File: config.mk
export PLATFORM = sky130hd
export DESIGN_NAME = windowed_watchdog_timer
export DESIGN_NICKNAME = d
export VERILOG_FILES = /design/src/verilog/watchdog_pkg.sv /design/src/verilog/watchdog_counter.sv /design/src/verilog/windowed_watchdog_timer.sv
export SDC_FILE = /design/constraint.sdc
export NUM_CORES = 1
export LEC_CHECK = 0
export BUFFER_PORTS_ARGS = -buffer_cell sky130_fd_sc_hd__clkbuf_2
export CAP_MARGIN = 5
export CORE_MARGIN = 4
export CORE_UTILIZATION = 40
export DETAILED_ROUTE_END_ITERATION = 8
export GPL_TIMING_DRIVEN = 0
export SLEW_MARGIN = 20
export SYNTH_ARGS = -nofsm -noshare
export SYNTH_HDL_FRONTEND = slang
export SYNTH_HIERARCHICAL = 1
export SYNTH_SLANG_ARGS = --single-unit
File: constraint.sdc
create_clock -name clk -period 16.52 [get_ports clk]
set_clock_uncertainty 0.2 [all_clocks]
set_input_delay 2.478 -clock clk [delete_from_list [all_inputs] [get_ports clk]]
set_output_delay 2.478 -clock clk [all_outputs]
set_load 0.05 [all_outputs]
File: src/verilog/watchdog_pkg.sv
// constants, register map and types of the windowed watchdog timer
// assumes a 50 MHz system clock and an AXI4-Lite register port
package watchdog_pkg;
	localparam int CLK_HZ = 50_000_000;
	localparam int OSC_HZ = 32_000;
	localparam int OSC_DIV = CLK_HZ / OSC_HZ;
	localparam int PRE_DIV_SHORT = 32;
	localparam int PRE_DIV_LONG = 128;
	localparam int POST_LOG_MAX = 15;
	localparam int BASE_TIMEOUT_SHORT_US = 1000;
	localparam int BASE_TIMEOUT_LONG_US = 4000;
	localparam int ADDR_W = 8;
	localparam logic [7:0] CONFIG_OFS = 8'h00;
	localparam logic [7:0] RESET_CONTROL_OFS = 8'h04;
	localparam logic [7:0] IRQ_STATUS_OFS = 8'h08;
	localparam logic [7:0] IRQ_MASK_OFS = 8'h0c;
	localparam logic [7:0] COUNT_OFS = 8'h10;
	localparam int CFG_POST_LSB = 0;
	localparam int CFG_PRE_BIT = 4;
	localparam int CFG_WIN_DIS_BIT = 6;
	localparam int CFG_HW_EN_BIT = 7;
	localparam logic [7:0] CONFIG_RESET = 8'h5f;
	localparam int RC_IDLE_BIT = 2;
	localparam int RC_SLEEP_BIT = 3;
	localparam int RC_TIMEOUT_BIT = 4;
	localparam int RC_SW_EN_BIT = 5;
	localparam int IRQ_W = 3;
	localparam int IRQ_TIMEOUT_BIT = 0;
	localparam int IRQ_WINDOW_BIT = 1;
	localparam int IRQ_WAKE_BIT = 2;
	localparam logic [IRQ_W-1:0] IRQ_MASK_RESET = 3'h0;
	localparam int COUNT_WINDOW_BIT = 31;
	localparam logic [1:0] RESP_OKAY = 2'h0;
	localparam logic [1:0] RESP_SLVERR = 2'h2;
	typedef enum logic [2:0] {
		MODE_RUN = 3'b001,
		MODE_SLEEP = 3'b010,
		MODE_IDLE = 3'b100
	} mode_t;
endpackage : watchdog_pkg

File: src/verilog/watchdog_counter.sv
// combined prescaler and postscaler count of the watchdog
// assumes tick is a one-cycle pulse at the low-power oscillator rate
`timescale 1ns/1ns
module watchdog_counter #(
	parameter int PRE_SHORT = watchdog_pkg::PRE_DIV_SHORT,
	parameter int PRE_LONG = watchdog_pkg::PRE_DIV_LONG,
	parameter int POST_LOG = watchdog_pkg::POST_LOG_MAX,
	parameter int CW = $clog2(PRE_LONG) + POST_LOG
) (
	input wire logic clk,
	input wire logic rst_n,
	input wire logic ce,
	input wire logic tick,
	input wire logic clear,
	input wire logic run,
	input wire logic prescale_select,
	input wire logic [3:0] postscale_select,
	output logic timeout,
	output logic in_window,
	output logic [CW-1:0] count
);
	import watchdog_pkg::*;

	if (PRE_SHORT < 1 || PRE_LONG < PRE_SHORT || POST_LOG != 15 ||
		(PRE_LONG & (PRE_LONG - 1)) != 0 ||
		(PRE_SHORT & (PRE_SHORT - 1)) != 0) begin : g_bad
		$error("watchdog_counter: unsupported divider parameters");
	end

	typedef struct packed {
		logic [CW-1:0] count;
		logic timeout;
	} cnt_state_t;

	cnt_state_t q, d;
	logic [CW:0] total;
	logic [CW:0] cnt_ext;

	always_comb begin
		// a single count spans both stages; its low bits are the prescaler
		total = (prescale_select ? (CW+1)'(PRE_LONG) : (CW+1)'(PRE_SHORT))
			<< postscale_select; // [RULE2] [RULE4]
		cnt_ext = {1'b0, q.count};
		d = q;
		d.timeout = 1'b0;
		if (clear) begin
			d.count = '0; // [RULE5] [RULE6] [RULE7]
		end else if (run && tick) begin
			if (cnt_ext == total - (CW+1)'(1)) begin
				d.count = '0;
				d.timeout = 1'b1; // [RULE3]
			end else begin
				d.count = q.count + CW'(1);
			end
		end
	end

	always_ff @(posedge clk or negedge rst_n) begin
		if (!rst_n) begin
			q <= '0; // [RULE5]
		end else if (ce) begin
			q <= d;
		end
	end

	// last quarter of the selected period
	assign in_window = cnt_ext >= total - (total >> 2); // [RULE14]
	assign timeout = q.timeout;
	assign count = q.count;
endmodule : watchdog_counter

File: src/verilog/windowed_watchdog_timer.sv
// windowed watchdog timer with AXI4-Lite registers and interrupt
// assumes core events are one-cycle pulses synchronous to clk
//
// Summary of operation
// RULE1: watchdog runs from the low-power oscillator, switched on by enable.
// RULE2: prescaler divides by 32 or 128 per the prescale select bit.
// RULE3: base period is 1 ms or 4 ms from the 32 kHz clock.
// RULE4: postscaler divides further by 1:1 to 1:32768, 4-bit select.
// RULE5: counts clear on device reset and completed clock switch.
// RULE6: counts clear on power-save entry and on exit back to run.
// RULE7: clear instruction in normal run resets all watchdog counts.
// RULE8: counts keep running in sleep and idle; timeout wakes the core.
// RULE9: software clears the sleep and idle status bits after wake.
// RULE10: timeout flag stays set until software clears it.
// RULE11: hardware enable set keeps the watchdog running always.
// RULE12: with hardware enable clear, software enable bit decides running.
// RULE13: software enable bit clears on any device reset.
// RULE14: without window disable, early clear instruction causes reset.
// RULE15: timeout in normal run resets the device and sets the flag.
`timescale 1ns/1ns
module windowed_watchdog_timer #(
	parameter int OSC_DIV = watchdog_pkg::OSC_DIV
) (
	input wire logic clk,
	input wire logic rst_n,
	input wire logic ce,
	input wire logic [watchdog_pkg::ADDR_W-1:0] s_axi_awaddr,
	input wire logic s_axi_awvalid,
	output logic s_axi_awready,
	input wire logic [31:0] s_axi_wdata,
	input wire logic [3:0] s_axi_wstrb,
	input wire logic s_axi_wvalid,
	output logic s_axi_wready,
	output logic [1:0] s_axi_bresp,
	output logic s_axi_bvalid,
	input wire logic s_axi_bready,
	input wire logic [watchdog_pkg::ADDR_W-1:0] s_axi_araddr,
	input wire logic s_axi_arvalid,
	output logic s_axi_arready,
	output logic [31:0] s_axi_rdata,
	output logic [1:0] s_axi_rresp,
	output logic s_axi_rvalid,
	input wire logic s_axi_rready,
	input wire logic clear_watchdog_instruction,
	input wire logic power_save_instruction,
	input wire logic power_save_idle,
	input wire logic clock_switch_done,
	input wire logic device_reset,
	input wire logic wake_exit,
	output logic low_power_rc_clock_enable,
	output logic watchdog_reset,
	output logic wake_request,
	output logic irq
);
	import watchdog_pkg::*;

	localparam int DIVW = $clog2(OSC_DIV + 1);
	localparam int CW = $clog2(PRE_DIV_LONG) + POST_LOG_MAX;

	if (OSC_DIV < 1 || ADDR_W < 5 || CW > 31) begin : g_bad
		$error("windowed_watchdog_timer: unsupported parameters");
	end
	if (PRE_DIV_SHORT * 1_000_000 / OSC_HZ != BASE_TIMEOUT_SHORT_US ||
		PRE_DIV_LONG * 1_000_000 / OSC_HZ != BASE_TIMEOUT_LONG_US)
	begin : g_period
		$error("windowed_watchdog_timer: base period mismatch");
	end

	typedef struct packed {
		logic [7:0] cfg;
		logic sw_en;
		logic timeout_flag;
		logic sleep_flag;
		logic idle_flag;
		mode_t mode;
		logic [DIVW-1:0] div;
		logic tick;
		logic [IRQ_W-1:0] irq_status;
		logic [IRQ_W-1:0] irq_mask;
		logic aw_held;
		logic [ADDR_W-1:0] awaddr;
		logic w_held;
		logic [7:0] wdata;
		logic wlane0;
		logic bvalid;
		logic [1:0] bresp;
		logic rvalid;
		logic [31:0] rdata;
		logic [1:0] rresp;
		logic wdt_reset;
		logic wake;
	} top_state_t;

	top_state_t q, d;
	logic enable;
	logic cnt_clear;
	logic cnt_timeout;
	logic in_window;
	logic [CW-1:0] cnt_value;
	logic running;
	logic entry;
	logic exit_ps;
	logic fire_reset;
	logic window_violation;
	logic wake_event;
	logic [IRQ_W-1:0] irq_set;
	logic wr_go;

	function automatic logic [32:0] read_word(input top_state_t s,
		input logic [ADDR_W-1:0] addr, input logic [CW-1:0] cnt,
		input logic win);
		logic [31:0] w;
		logic err;
		w = '0;
		err = 1'b0;
		case (addr)
			ADDR_W'(CONFIG_OFS): w[7:0] = s.cfg;
			ADDR_W'(RESET_CONTROL_OFS): begin
				w[RC_SW_EN_BIT] = s.sw_en;
				w[RC_TIMEOUT_BIT] = s.timeout_flag;
				w[RC_SLEEP_BIT] = s.sleep_flag;
				w[RC_IDLE_BIT] = s.idle_flag;
			end
			ADDR_W'(IRQ_STATUS_OFS): w[IRQ_W-1:0] = s.irq_status;
			ADDR_W'(IRQ_MASK_OFS): w[IRQ_W-1:0] = s.irq_mask;
			ADDR_W'(COUNT_OFS): begin
				w[CW-1:0] = cnt;
				w[COUNT_WINDOW_BIT] = win;
			end
			default: err = 1'b1;
		endcase
		return {err, w};
	endfunction : read_word

	// hardware enable wins over software control
	assign enable = q.cfg[CFG_HW_EN_BIT] | q.sw_en; // [RULE11] [RULE12]
	assign running = q.mode == MODE_RUN;
	assign entry = running && power_save_instruction;
	// the counter keeps ticking in sleep and idle while enabled
	assign wake_event = !running && cnt_timeout; // [RULE8]
	assign exit_ps = !running && (cnt_timeout || wake_exit); // [RULE6]
	assign window_violation = running && enable && clear_watchdog_instruction
		&& !q.cfg[CFG_WIN_DIS_BIT] && !in_window; // [RULE14]
	assign fire_reset = running && (cnt_timeout || window_violation);
	assign cnt_clear = device_reset || clock_switch_done // [RULE5]
		|| entry || exit_ps // [RULE6]
		|| (running && clear_watchdog_instruction) // [RULE7]
		|| fire_reset;
	assign irq_set = {wake_event, window_violation, cnt_timeout};
	assign wr_go = q.aw_held && q.w_held && !q.bvalid;

	watchdog_counter #(
		.PRE_SHORT(PRE_DIV_SHORT),
		.PRE_LONG(PRE_DIV_LONG),
		.POST_LOG(POST_LOG_MAX),
		.CW(CW)
	) u_counter (
		.clk(clk),
		.rst_n(rst_n),
		.ce(ce),
		.tick(q.tick),
		.clear(cnt_clear),
		.run(enable),
		.prescale_select(q.cfg[CFG_PRE_BIT]),
		.postscale_select(q.cfg[CFG_POST_LSB +: 4]),
		.timeout(cnt_timeout),
		.in_window(in_window),
		.count(cnt_value)
	);

	always_comb begin
		logic [32:0] rd;
		rd = read_word(q, s_axi_araddr, cnt_value, in_window);
		d = q;
		d.tick = 1'b0;
		d.wdt_reset = 1'b0;
		d.wake = 1'b0;
		// oscillator tick only while enabled, to save power
		if (!enable) begin
			d.div = '0;
		end else if (q.div == DIVW'(OSC_DIV - 1)) begin
			d.div = '0;
			d.tick = 1'b1; // [RULE1]
		end else begin
			d.div = q.div + DIVW'(1);
		end
		// register bus
		if (s_axi_awvalid && s_axi_awready) begin
			d.aw_held = 1'b1;
			d.awaddr = s_axi_awaddr;
		end
		if (s_axi_wvalid && s_axi_wready) begin
			d.w_held = 1'b1;
			d.wdata = s_axi_wdata[7:0];
			d.wlane0 = s_axi_wstrb[0];
		end
		if (s_axi_bvalid && s_axi_bready) begin
			d.bvalid = 1'b0;
		end
		if (wr_go) begin
			d.aw_held = 1'b0;
			d.w_held = 1'b0;
			d.bvalid = 1'b1;
			d.bresp = RESP_OKAY;
			case (q.awaddr)
				ADDR_W'(CONFIG_OFS): if (q.wlane0) begin
					d.cfg = q.wdata;
					// once set, software cannot drop the hardware enable
					d.cfg[CFG_HW_EN_BIT] = q.cfg[CFG_HW_EN_BIT]
						| q.wdata[CFG_HW_EN_BIT]; // [RULE11]
				end
				ADDR_W'(RESET_CONTROL_OFS): if (q.wlane0) begin
					d.sw_en = q.wdata[RC_SW_EN_BIT]; // [RULE12]
					d.timeout_flag = q.wdata[RC_TIMEOUT_BIT]; // [RULE10]
					d.sleep_flag = q.wdata[RC_SLEEP_BIT]; // [RULE9]
					d.idle_flag = q.wdata[RC_IDLE_BIT]; // [RULE9]
				end
				ADDR_W'(IRQ_STATUS_OFS): if (q.wlane0) begin
					d.irq_status = q.irq_status & ~q.wdata[IRQ_W-1:0];
				end
				ADDR_W'(IRQ_MASK_OFS): if (q.wlane0) begin
					d.irq_mask = q.wdata[IRQ_W-1:0];
				end
				ADDR_W'(COUNT_OFS): d.bresp = RESP_OKAY;
				default: d.bresp = RESP_SLVERR;
			endcase
		end
		if (s_axi_rvalid && s_axi_rready) begin
			d.rvalid = 1'b0;
		end
		if (s_axi_arvalid && s_axi_arready) begin
			d.rvalid = 1'b1;
			d.rdata = rd[31:0];
			d.rresp = rd[32] ? RESP_SLVERR : RESP_OKAY;
		end
		// hardware sets after software writes, so a set is never lost
		d.irq_status = d.irq_status | irq_set;
		if (cnt_timeout) begin
			d.timeout_flag = 1'b1; // [RULE10] [RULE15]
		end
		// power-save state; status bits are left for software to clear
		case (q.mode)
			MODE_RUN: if (entry) begin
				d.mode = power_save_idle ? MODE_IDLE : MODE_SLEEP;
				if (power_save_idle) begin
					d.idle_flag = 1'b1;
				end else begin
					d.sleep_flag = 1'b1;
				end
			end
			MODE_SLEEP, MODE_IDLE: if (exit_ps) begin
				d.mode = MODE_RUN;
				d.wake = wake_event; // [RULE8]
			end
			default: d.mode = MODE_RUN;
		endcase
		if (fire_reset) begin
			d.wdt_reset = 1'b1; // [RULE15] [RULE14]
		end
		if (device_reset || fire_reset) begin
			d.sw_en = 1'b0; // [RULE13]
			d.mode = MODE_RUN;
		end
	end

	always_ff @(posedge clk or negedge rst_n) begin
		if (!rst_n) begin
			q <= '0;
			q.cfg <= CONFIG_RESET;
			q.mode <= MODE_RUN;
			q.irq_mask <= IRQ_MASK_RESET;
			q.bresp <= RESP_OKAY;
			q.rresp <= RESP_OKAY;
		end else if (ce) begin
			q <= d;
		end
	end

	// one write and one read outstanding; ce low also stalls the bus
	assign s_axi_awready = ce && !q.aw_held && !q.bvalid;
	assign s_axi_wready = ce && !q.w_held && !q.bvalid;
	assign s_axi_arready = ce && !q.rvalid;
	assign s_axi_bvalid = q.bvalid;
	assign s_axi_bresp = q.bresp;
	assign s_axi_rvalid = q.rvalid;
	assign s_axi_rdata = q.rdata;
	assign s_axi_rresp = q.rresp;
	assign low_power_rc_clock_enable = enable; // [RULE1]
	assign watchdog_reset = q.wdt_reset;
	assign wake_request = q.wake;
	assign irq = |(q.irq_status & q.irq_mask);
endmodule : windowed_watchdog_timer

==> out/results.tsv, run 1 <==
metric	value	unit
antenna_found_initial	0	
critical_path.top_delay_family	compound AO/OA/AOI/OAI gates	
cp.arrival	7830	ps
power.leakage	4.03	nW
top_usage_layer	met2	
yosysSeqAreaShare	35.2	%
numCtsBuffers	9	
yosys.cell_types.count	80	
fmax	0.129	GHz
vias_per_cell	5.46	
hp-class	flip-flop to flip-flop	
insertion_delay	340	ps
grt_pass1_vias	6084	
critPathMaxStageDelay	610	ps
post-cts-setup-buffer-count	0	
core.rowCount	49	
htreeDepth	3	
slew_headroom	27.1	%
hpwl	14.1	mm
grt_util_met2	29.8	%
start_util	41.0	%
diodes	0	
drc	0	
syn_area	0.00741	mm^2
startpoint_type	flip-flop	
clkTransAtPathRegs	70	ps
gr-usage-met1	26.3	%
worst-path-buf-inv	6	
setup_viol	0	
worst-slew-pin-transition	1080	ps
grt_pass1_wl	31.1	mm
first_iter_violations	414	
crit_path_end_kind	flip-flop	
gp_congestion	0.917	
hold_violations	0	
final_cell_mix	97 x dfrtp_1, 80 x nand2_1, 70 x clkbuf_2	
design.die.area	0.0208	mm^2
cts_tree	yes	
required	16580	ps
gr-total-overflow	0	
final_common_cell	dfrtp_1	
rsz0062_at_grt	no	
ys_ff_latch	104	
grt_usage	18.4	%
syn_inst	820	
period_share	47.1	%
vias	6264	
clock_sinks	104	
cpMaxStageDelayCell	dfstp_2	
yosys.area.top_type	dfrtp_1	
dieWidth	144	um
io_buffers	71	
hold_buffers	0	
synth.area.top_cells	dfrtp_1 33%, ha_1 6.9%, mux2_2 4.6%	
cts_max_path_buffers	2	
ir_worst_vdd	66.0	uV
grt_max_degree	56	
syn_avg_cell_area	9.03	um^2
utilization	46.6	%
die_h	144	um
fin_nets	1020	
ant_nets	0	
synth_top_area_share	32.8	%
cp_max_fo	10	
holdWs	282	ps
syn2layout_area_growth	13.7	%
cp_common_cell	buf_2	
critical_path_class	flip-flop to flip-flop	
async_flop_share	100	%
finalWirelength	18.6	mm
cts-resized-gates	0	
drt-pass1-iter-count	6	
root_buffer	clkbuf_16	
post_drt_wl_per_cell	16.2	um
setup_tns	0	ps
synth_flop_cell	dfrtp_1	
status	finished clean	
drive_gt1_share	21.6	%
yosysWarnings	6	
synth_edf_count	0	
final_max_slew_viol_count	0	
ioPinCount	111	
grt_util_met3	2.88	%
powerDensity	109	mW/mm^2
finalCriticalPeriod	7770	ps
power	0.921	mW
design.core.area	0.0181	mm^2
max_cap_violations	0	
-- worst reg2reg max path, delay by kind of cell (launching register included) --
family          cells  cell delay, ps
flops               1             610
simple gates        9            1930
buf+inv             6            1660
xor+xnor            1             120
fa+ha+maj           2             650
compound gates     12            2530
-- per-stage QoR --
step	instance area (um^2)	setup WS [ps]	instances
4_1_cts	8430	8770	1147
2_1_floorplan	7450	10290	830
3_5_place_dp	8120	8880	1131
6_report	8430	8750	1147
5_1_grt	8430	8190	1147
3_3_place_gp	8090	8890	1130
-- metal layers --
layer / up-vias / part of all wire [%]
li1: 3105 / -
met1: 2985 / 49
met2: 148 / 46
met3: 26 / 4.5
met4: 0 / 1.2
met5: - / 0
-- power breakdown --
part | total (mW) | internal, mW | switching [mW]
clock | 0.216 | 0.122 | 0.0934
sequential | 0.326 | 0.291 | 0.0349
combinational | 0.380 | 0.166 | 0.213
-- cell families after synthesis --
group / after synthesis / synth area share [%]
DFF: 104 / 35.2
xor gates and xnor gates: 45 / 5.42
buffers and inverters: 119 / 8.78
muxes: 46 / 6.72
AOI/OAI and AO/OA: 181 / 17.2
and+or+nand+nor: 282 / 19.5
other: 1 / 0.0506
adders and majority gates: 42 / 7.06
-- worst paths after layout --
| path | endpoint | start | slack [ps] | cells after the start |
|---|---|---|---|---|
| max in group asynchronous | q[84] | rst_n | 13560 | 2 |
| hold reg to reg | s_axi_rdata[2] | s_axi_rdata[2] | 280 | 2 |
| setup / recovery | u_counter/count[17] | q[87] | 8750 | 30 |
| setup reg to reg | u_counter/count[17] | q[87] | 8750 | 30 |
| hold / removal | s_axi_rdata[2] | s_axi_rdata[2] | 280 | 2 |
| min in group asynchronous | q[72] | rst_n | 1880 | 1 |
-- synthesized netlist by cell type, types with 4 or more instances --
cell type,number
a2111oi_0,5
a21o_1,17
a21oi_1,33
a22o_1,19
a31oi_1,8
and2_1,6
and3_1,11
and4b_1,4
buf_2,13
buf_4,38
buf_6,6
clkbuf_1,15
dfrtp_1,97
dfstp_2,7
ha_1,41
inv_1,44
mux2_2,30
mux2i_1,16
nand2_1,80
nand2b_1,8
nand3_1,27
nand3b_1,5
nand4_1,17
nor2_1,63
nor2b_1,5
nor3_1,23
nor4_1,6
o21a_1,5
o21ai_0,37
o22ai_1,9
o2bb2ai_1,5
o41ai_1,5
xnor2_1,29
xor2_1,15
-- layout make-up --
class | count | area [um^2]
fill | 1771 | 9660
multi-input combinational | 607 | 4180
sequential | 104 | 2610
buffer | 73 | 478
timing repair buffer | 72 | 392
tap | 229 | 287
clock buffer | 12 | 246
inverter | 46 | 173
clock inverter | 4 | 55.1
-- sequential cells by signal, summed over array words and instances, names as in the netlist --
register,flops
s_axi_bvalid,1
watchdog_reset,1
s_axi_rresp,1
u_counter/timeout,1
s_axi_rvalid,1
wake_request,1
u_counter/count,22
s_axi_rdata,23
q,52
s_axi_bresp,1
No activity file was read; power rests on OpenSTA's default activity.
==> inputs of run 2 (changes only) <==
--- a/config.mk
+++ b/config.mk
@@ -5,6 +5,7 @@
 export SDC_FILE = /design/constraint.sdc
 export NUM_CORES = 1
 export LEC_CHECK = 0
+export ABC_AREA = 1
 export BUFFER_PORTS_ARGS = -buffer_cell sky130_fd_sc_hd__clkbuf_2
 export CAP_MARGIN = 5
 export CORE_MARGIN = 4
==> constraint.sdc (replaced) <==
create_clock -name clk -period 6.9 [get_ports clk]
set_clock_uncertainty 0.2 [all_clocks]
set_input_delay 1.035 -clock clk [delete_from_list [all_inputs] [get_ports clk]]
set_output_delay 1.035 -clock clk [all_outputs]
set_load 0.05 [all_outputs]
==> run 2 against run 1 <==
Compared with the run above:
- utilization shrank 0.36 points
- cell count is 30% higher
- largest cell class unchanged
- combinational power grew to 5.3 times the previous value
- maximum frequency up 23%
- register-to-register slack got worse by 8200 ps
- sequential share of layout area down 2.1 points
==> out/results.tsv, run 2 <==
metric	value	unit	change
swShare	48.6	%	+12 points
fin_nets	1326		+30%
comb_power_share	61.0	%	+20 points
rsz0062_at_grt	no		
min-delay-start	s_axi_rresp[1]		
grt_util_met3	3.13	%	+0.25 points
pwr-share-seq	24.2	%	-11 points
grt_util_met2	33.7	%	+3.8 points
post-cts-setup-buffer-count	0		unchanged
start_util	40.8	%	-0.14 points
hpwl	17.2	mm	+22%
drc	0		unchanged
hp-class	flip-flop to flip-flop		
grt_pass1_wl	34.9	mm	+12%
die_h	149	um	+3.5%
insertion_delay	350	ps	about the same
finalCriticalPeriod	6300	ps	-1470 ps
ys_ff_latch	104		unchanged
required	6980	ps	-9600 ps
fin_cells	1489		+30%
cp_common_cell	nand2_1		
synth_most_common_cell	nand2_1		
cpMaxStageDelayCell	dfstp_2		
grt_usage	19.4	%	+0.98 points
final_cell_mix	334 x nand2_1, 111 x inv_1, 97 x nor2_1, 97 x dfrtp_1		
period_share	91.4	%	+44 points
r2r-start	q[85]		
p_int	1.70	mW	+190%
critical_path.top_delay_family	simple AND/OR/NAND/NOR gates		
synth_common_cells	334 x nand2_1, 111 x inv_1, 97 x dfrtp_1, 97 x nor2_1, 71 x nand3_1		
drt-pass1-iter-count	5		-1
ant_nets	0		unchanged
setup_viol	0		unchanged
cp.arrival	6390	ps	-1440 ps
final_common_cell	nand2_1		
syn_inst	1125		+37%
synth.area.top_cells	dfrtp_1 30%, nand2_1 16%, ha_1 6.4%		
grt_max_degree	84		+50%
vias_per_cell	4.96		-9.3%
diodes	0		unchanged
whs_path_depth	2		unchanged
powerDensity	368	mW/mm^2	+240%
gp_congestion	0.902		-1.7%
dpl_worst_slack	42.5	ps	-8840 ps
gr-total-overflow	0		unchanged
rr_endpoint	u_counter/count[17]		
yosysSeqAreaShare	32.8	%	-2.5 points
power	3.32	mW	+260%
cp_max_fo	10		unchanged
ioPinCount	111		unchanged
clkTransAtPathRegs	80	ps	about the same
grt_pass1_vias	6892		+13%
cts_max_path_buffers	2		unchanged
worst-slew-pin-transition	588	ps	-496 ps
post_drt_wl_per_cell	14.4	um	-11%
core.rowCount	51		+4.1%
synth_edf_count	0		unchanged
top_register	q		
cts-resized-gates	1		+1
p_switching	1.61	mW	+370%
worst_slack	595	ps	-8150 ps
crit_path_end_kind	flip-flop		
slew_headroom	60.7	%	+34 points
worst-path-buf-inv	5		-1
finalWirelength	21.4	mm	+15%
synth_flop_cell	dfrtp_1		
design.core.area	0.0195	mm^2	+8.0%
first_iter_violations	404		-2.4%
post-place-cells	1473		+30%
largest_reg_flops	52		unchanged
ff2ff_path_depth	33		+10%
max_cap_violations	0		unchanged
design.die.area	0.0223	mm^2	+7.2%
antenna_found_initial	0		unchanged
reg2reg_slack	600	ps	-8150 ps
startpoint_type	flip-flop		
synth_top_area_share	30.5	%	-2.3 points
syn_avg_cell_area	7.09	um^2	-22%
status	finished clean		
numCtsBuffers	9		unchanged
fmax	0.159	GHz	+23%
utilization	46.2	%	-0.36 points
dieWidth	149	um	+3.5%
syn_area	0.00797	mm^2	+7.6%
hold_violations	0		unchanged
yosys.cell_types.count	51		-36%
ir_worst_vdd	210	uV	+220%
final_max_slew_viol_count	0		unchanged
yosysWarnings	6		unchanged
drive_gt1_share	19.6	%	-2.0 points
yosys.area.top_type	dfrtp_1		
setup_tns	0	ps	unchanged
cts_tree	yes		
hold_buffers	0		unchanged
io_buffers	72		+1.4%
vias	7378		+18%
gr-usage-met1	25.8	%	-0.54 points
htreeDepth	3		unchanged
syn2layout_area_growth	13.2	%	
critical_path_class	flip-flop to flip-flop		
pwr-share-clk	14.9	%	-8.5 points
clock_sinks	104		unchanged
power.leakage	4.74	nW	+18%
root_buffer	clkbuf_16		
hold_end	s_axi_rresp[1]		
top_usage_layer	met2		
critPathMaxStageDelay	550	ps	-60 ps
async_flop_share	100	%	unchanged
## run 2: cell count changes after synthesis, moves of 10 or more
cell / previous run / this run
nand4_1: 17 / 27
nor2_1: 63 / 97
o21ai_1: 1 / 26
a21o_1: 17 / 1
mux2i_1: 16 / 0
and3_1: 11 / 0
nand3_1: 27 / 71
inv_1: 44 / 111
xnor2_1: 29 / 14
a22o_1: 19 / 0
nand2_2: 1 / 35
inv_2: 1 / 11
mux2_2: 30 / 0
nand2_1: 80 / 334
## run 2: how the worst max path moves through the flow
stage / start / depth (start not counted) / endpoint / slack, ps
floorplan: q[86] / 32 / u_counter/count[11] / 1710
global placement: q[86] / 32 / u_counter/count[17] / -50
detailed placement: q[86] / 32 / u_counter/count[16] / 40
CTS: q[86] / 32 / u_counter/count[16] / 270
global route: q[86] / 31 / u_counter/count[16] / 80
finish: q[85] / 33 / u_counter/count[17] / 600
## run 2: area by class of cell
class                      count  area (um^2)
fill                        2067        10500
multi-input combinational    850         4530
sequential                   104         2610
inverter                     123          462
buffer                        58          413
timing repair buffer          73          397
tap                          265          332
clock buffer                  11          233
clock inverter                 5         46.3
## run 2: power by group through the flow
stage / Clock (mW) / Combinational (mW) / Sequential, mW
after detailed placement: 0 / 2.01 / 0.811
after global placement: 0 / 1.98 / 0.810
after floorplan: 0 / 1.54 / 0.807
after CTS: 0.505 / 2.02 / 0.801
final: 0.493 / 2.02 / 0.802
after global routing: 0.532 / 2.30 / 0.815
## run 2: logic make-up (layout without fill, tap and decap cells)
family | count (synthesis) | count (layout) | share of synthesized area [%]
and+or+nand+nor | 624 | 624 | 35.8
buffers and inverters | 181 | 270 | 11.0
AOI/OAI and AO/OA | 139 | 139 | 10.1
DFF | 104 | 104 | 32.8
adders and majority gates | 41 | 41 | 6.44
xor gates and xnor gates | 35 | 35 | 3.85
other | 1 | 11 | 0.0470
## run 2: worst min-delay path, stage by stage, from the launching register on
cell	delay, ps
dfrtp_1	350
a21oi_1	60
inv_1	40
## run 2: layer usage
metal	routed length [um]	part of all wire, %	vias up
met2	10300	48	160
met3	851	4.0	16
met1	9960	47	3406
li1	-	-	3796
met5	0	0	-
met4	272	1.3	0
## run 2: per-stage QoR
step / instance area [um^2] / hold slack [ps]
global route: 9030 / 300
global placement: 8700 / 262
finish: 9030 / 283
floorplan: 8010 / 245
detailed placement: 8740 / 267
CTS: 9020 / 285
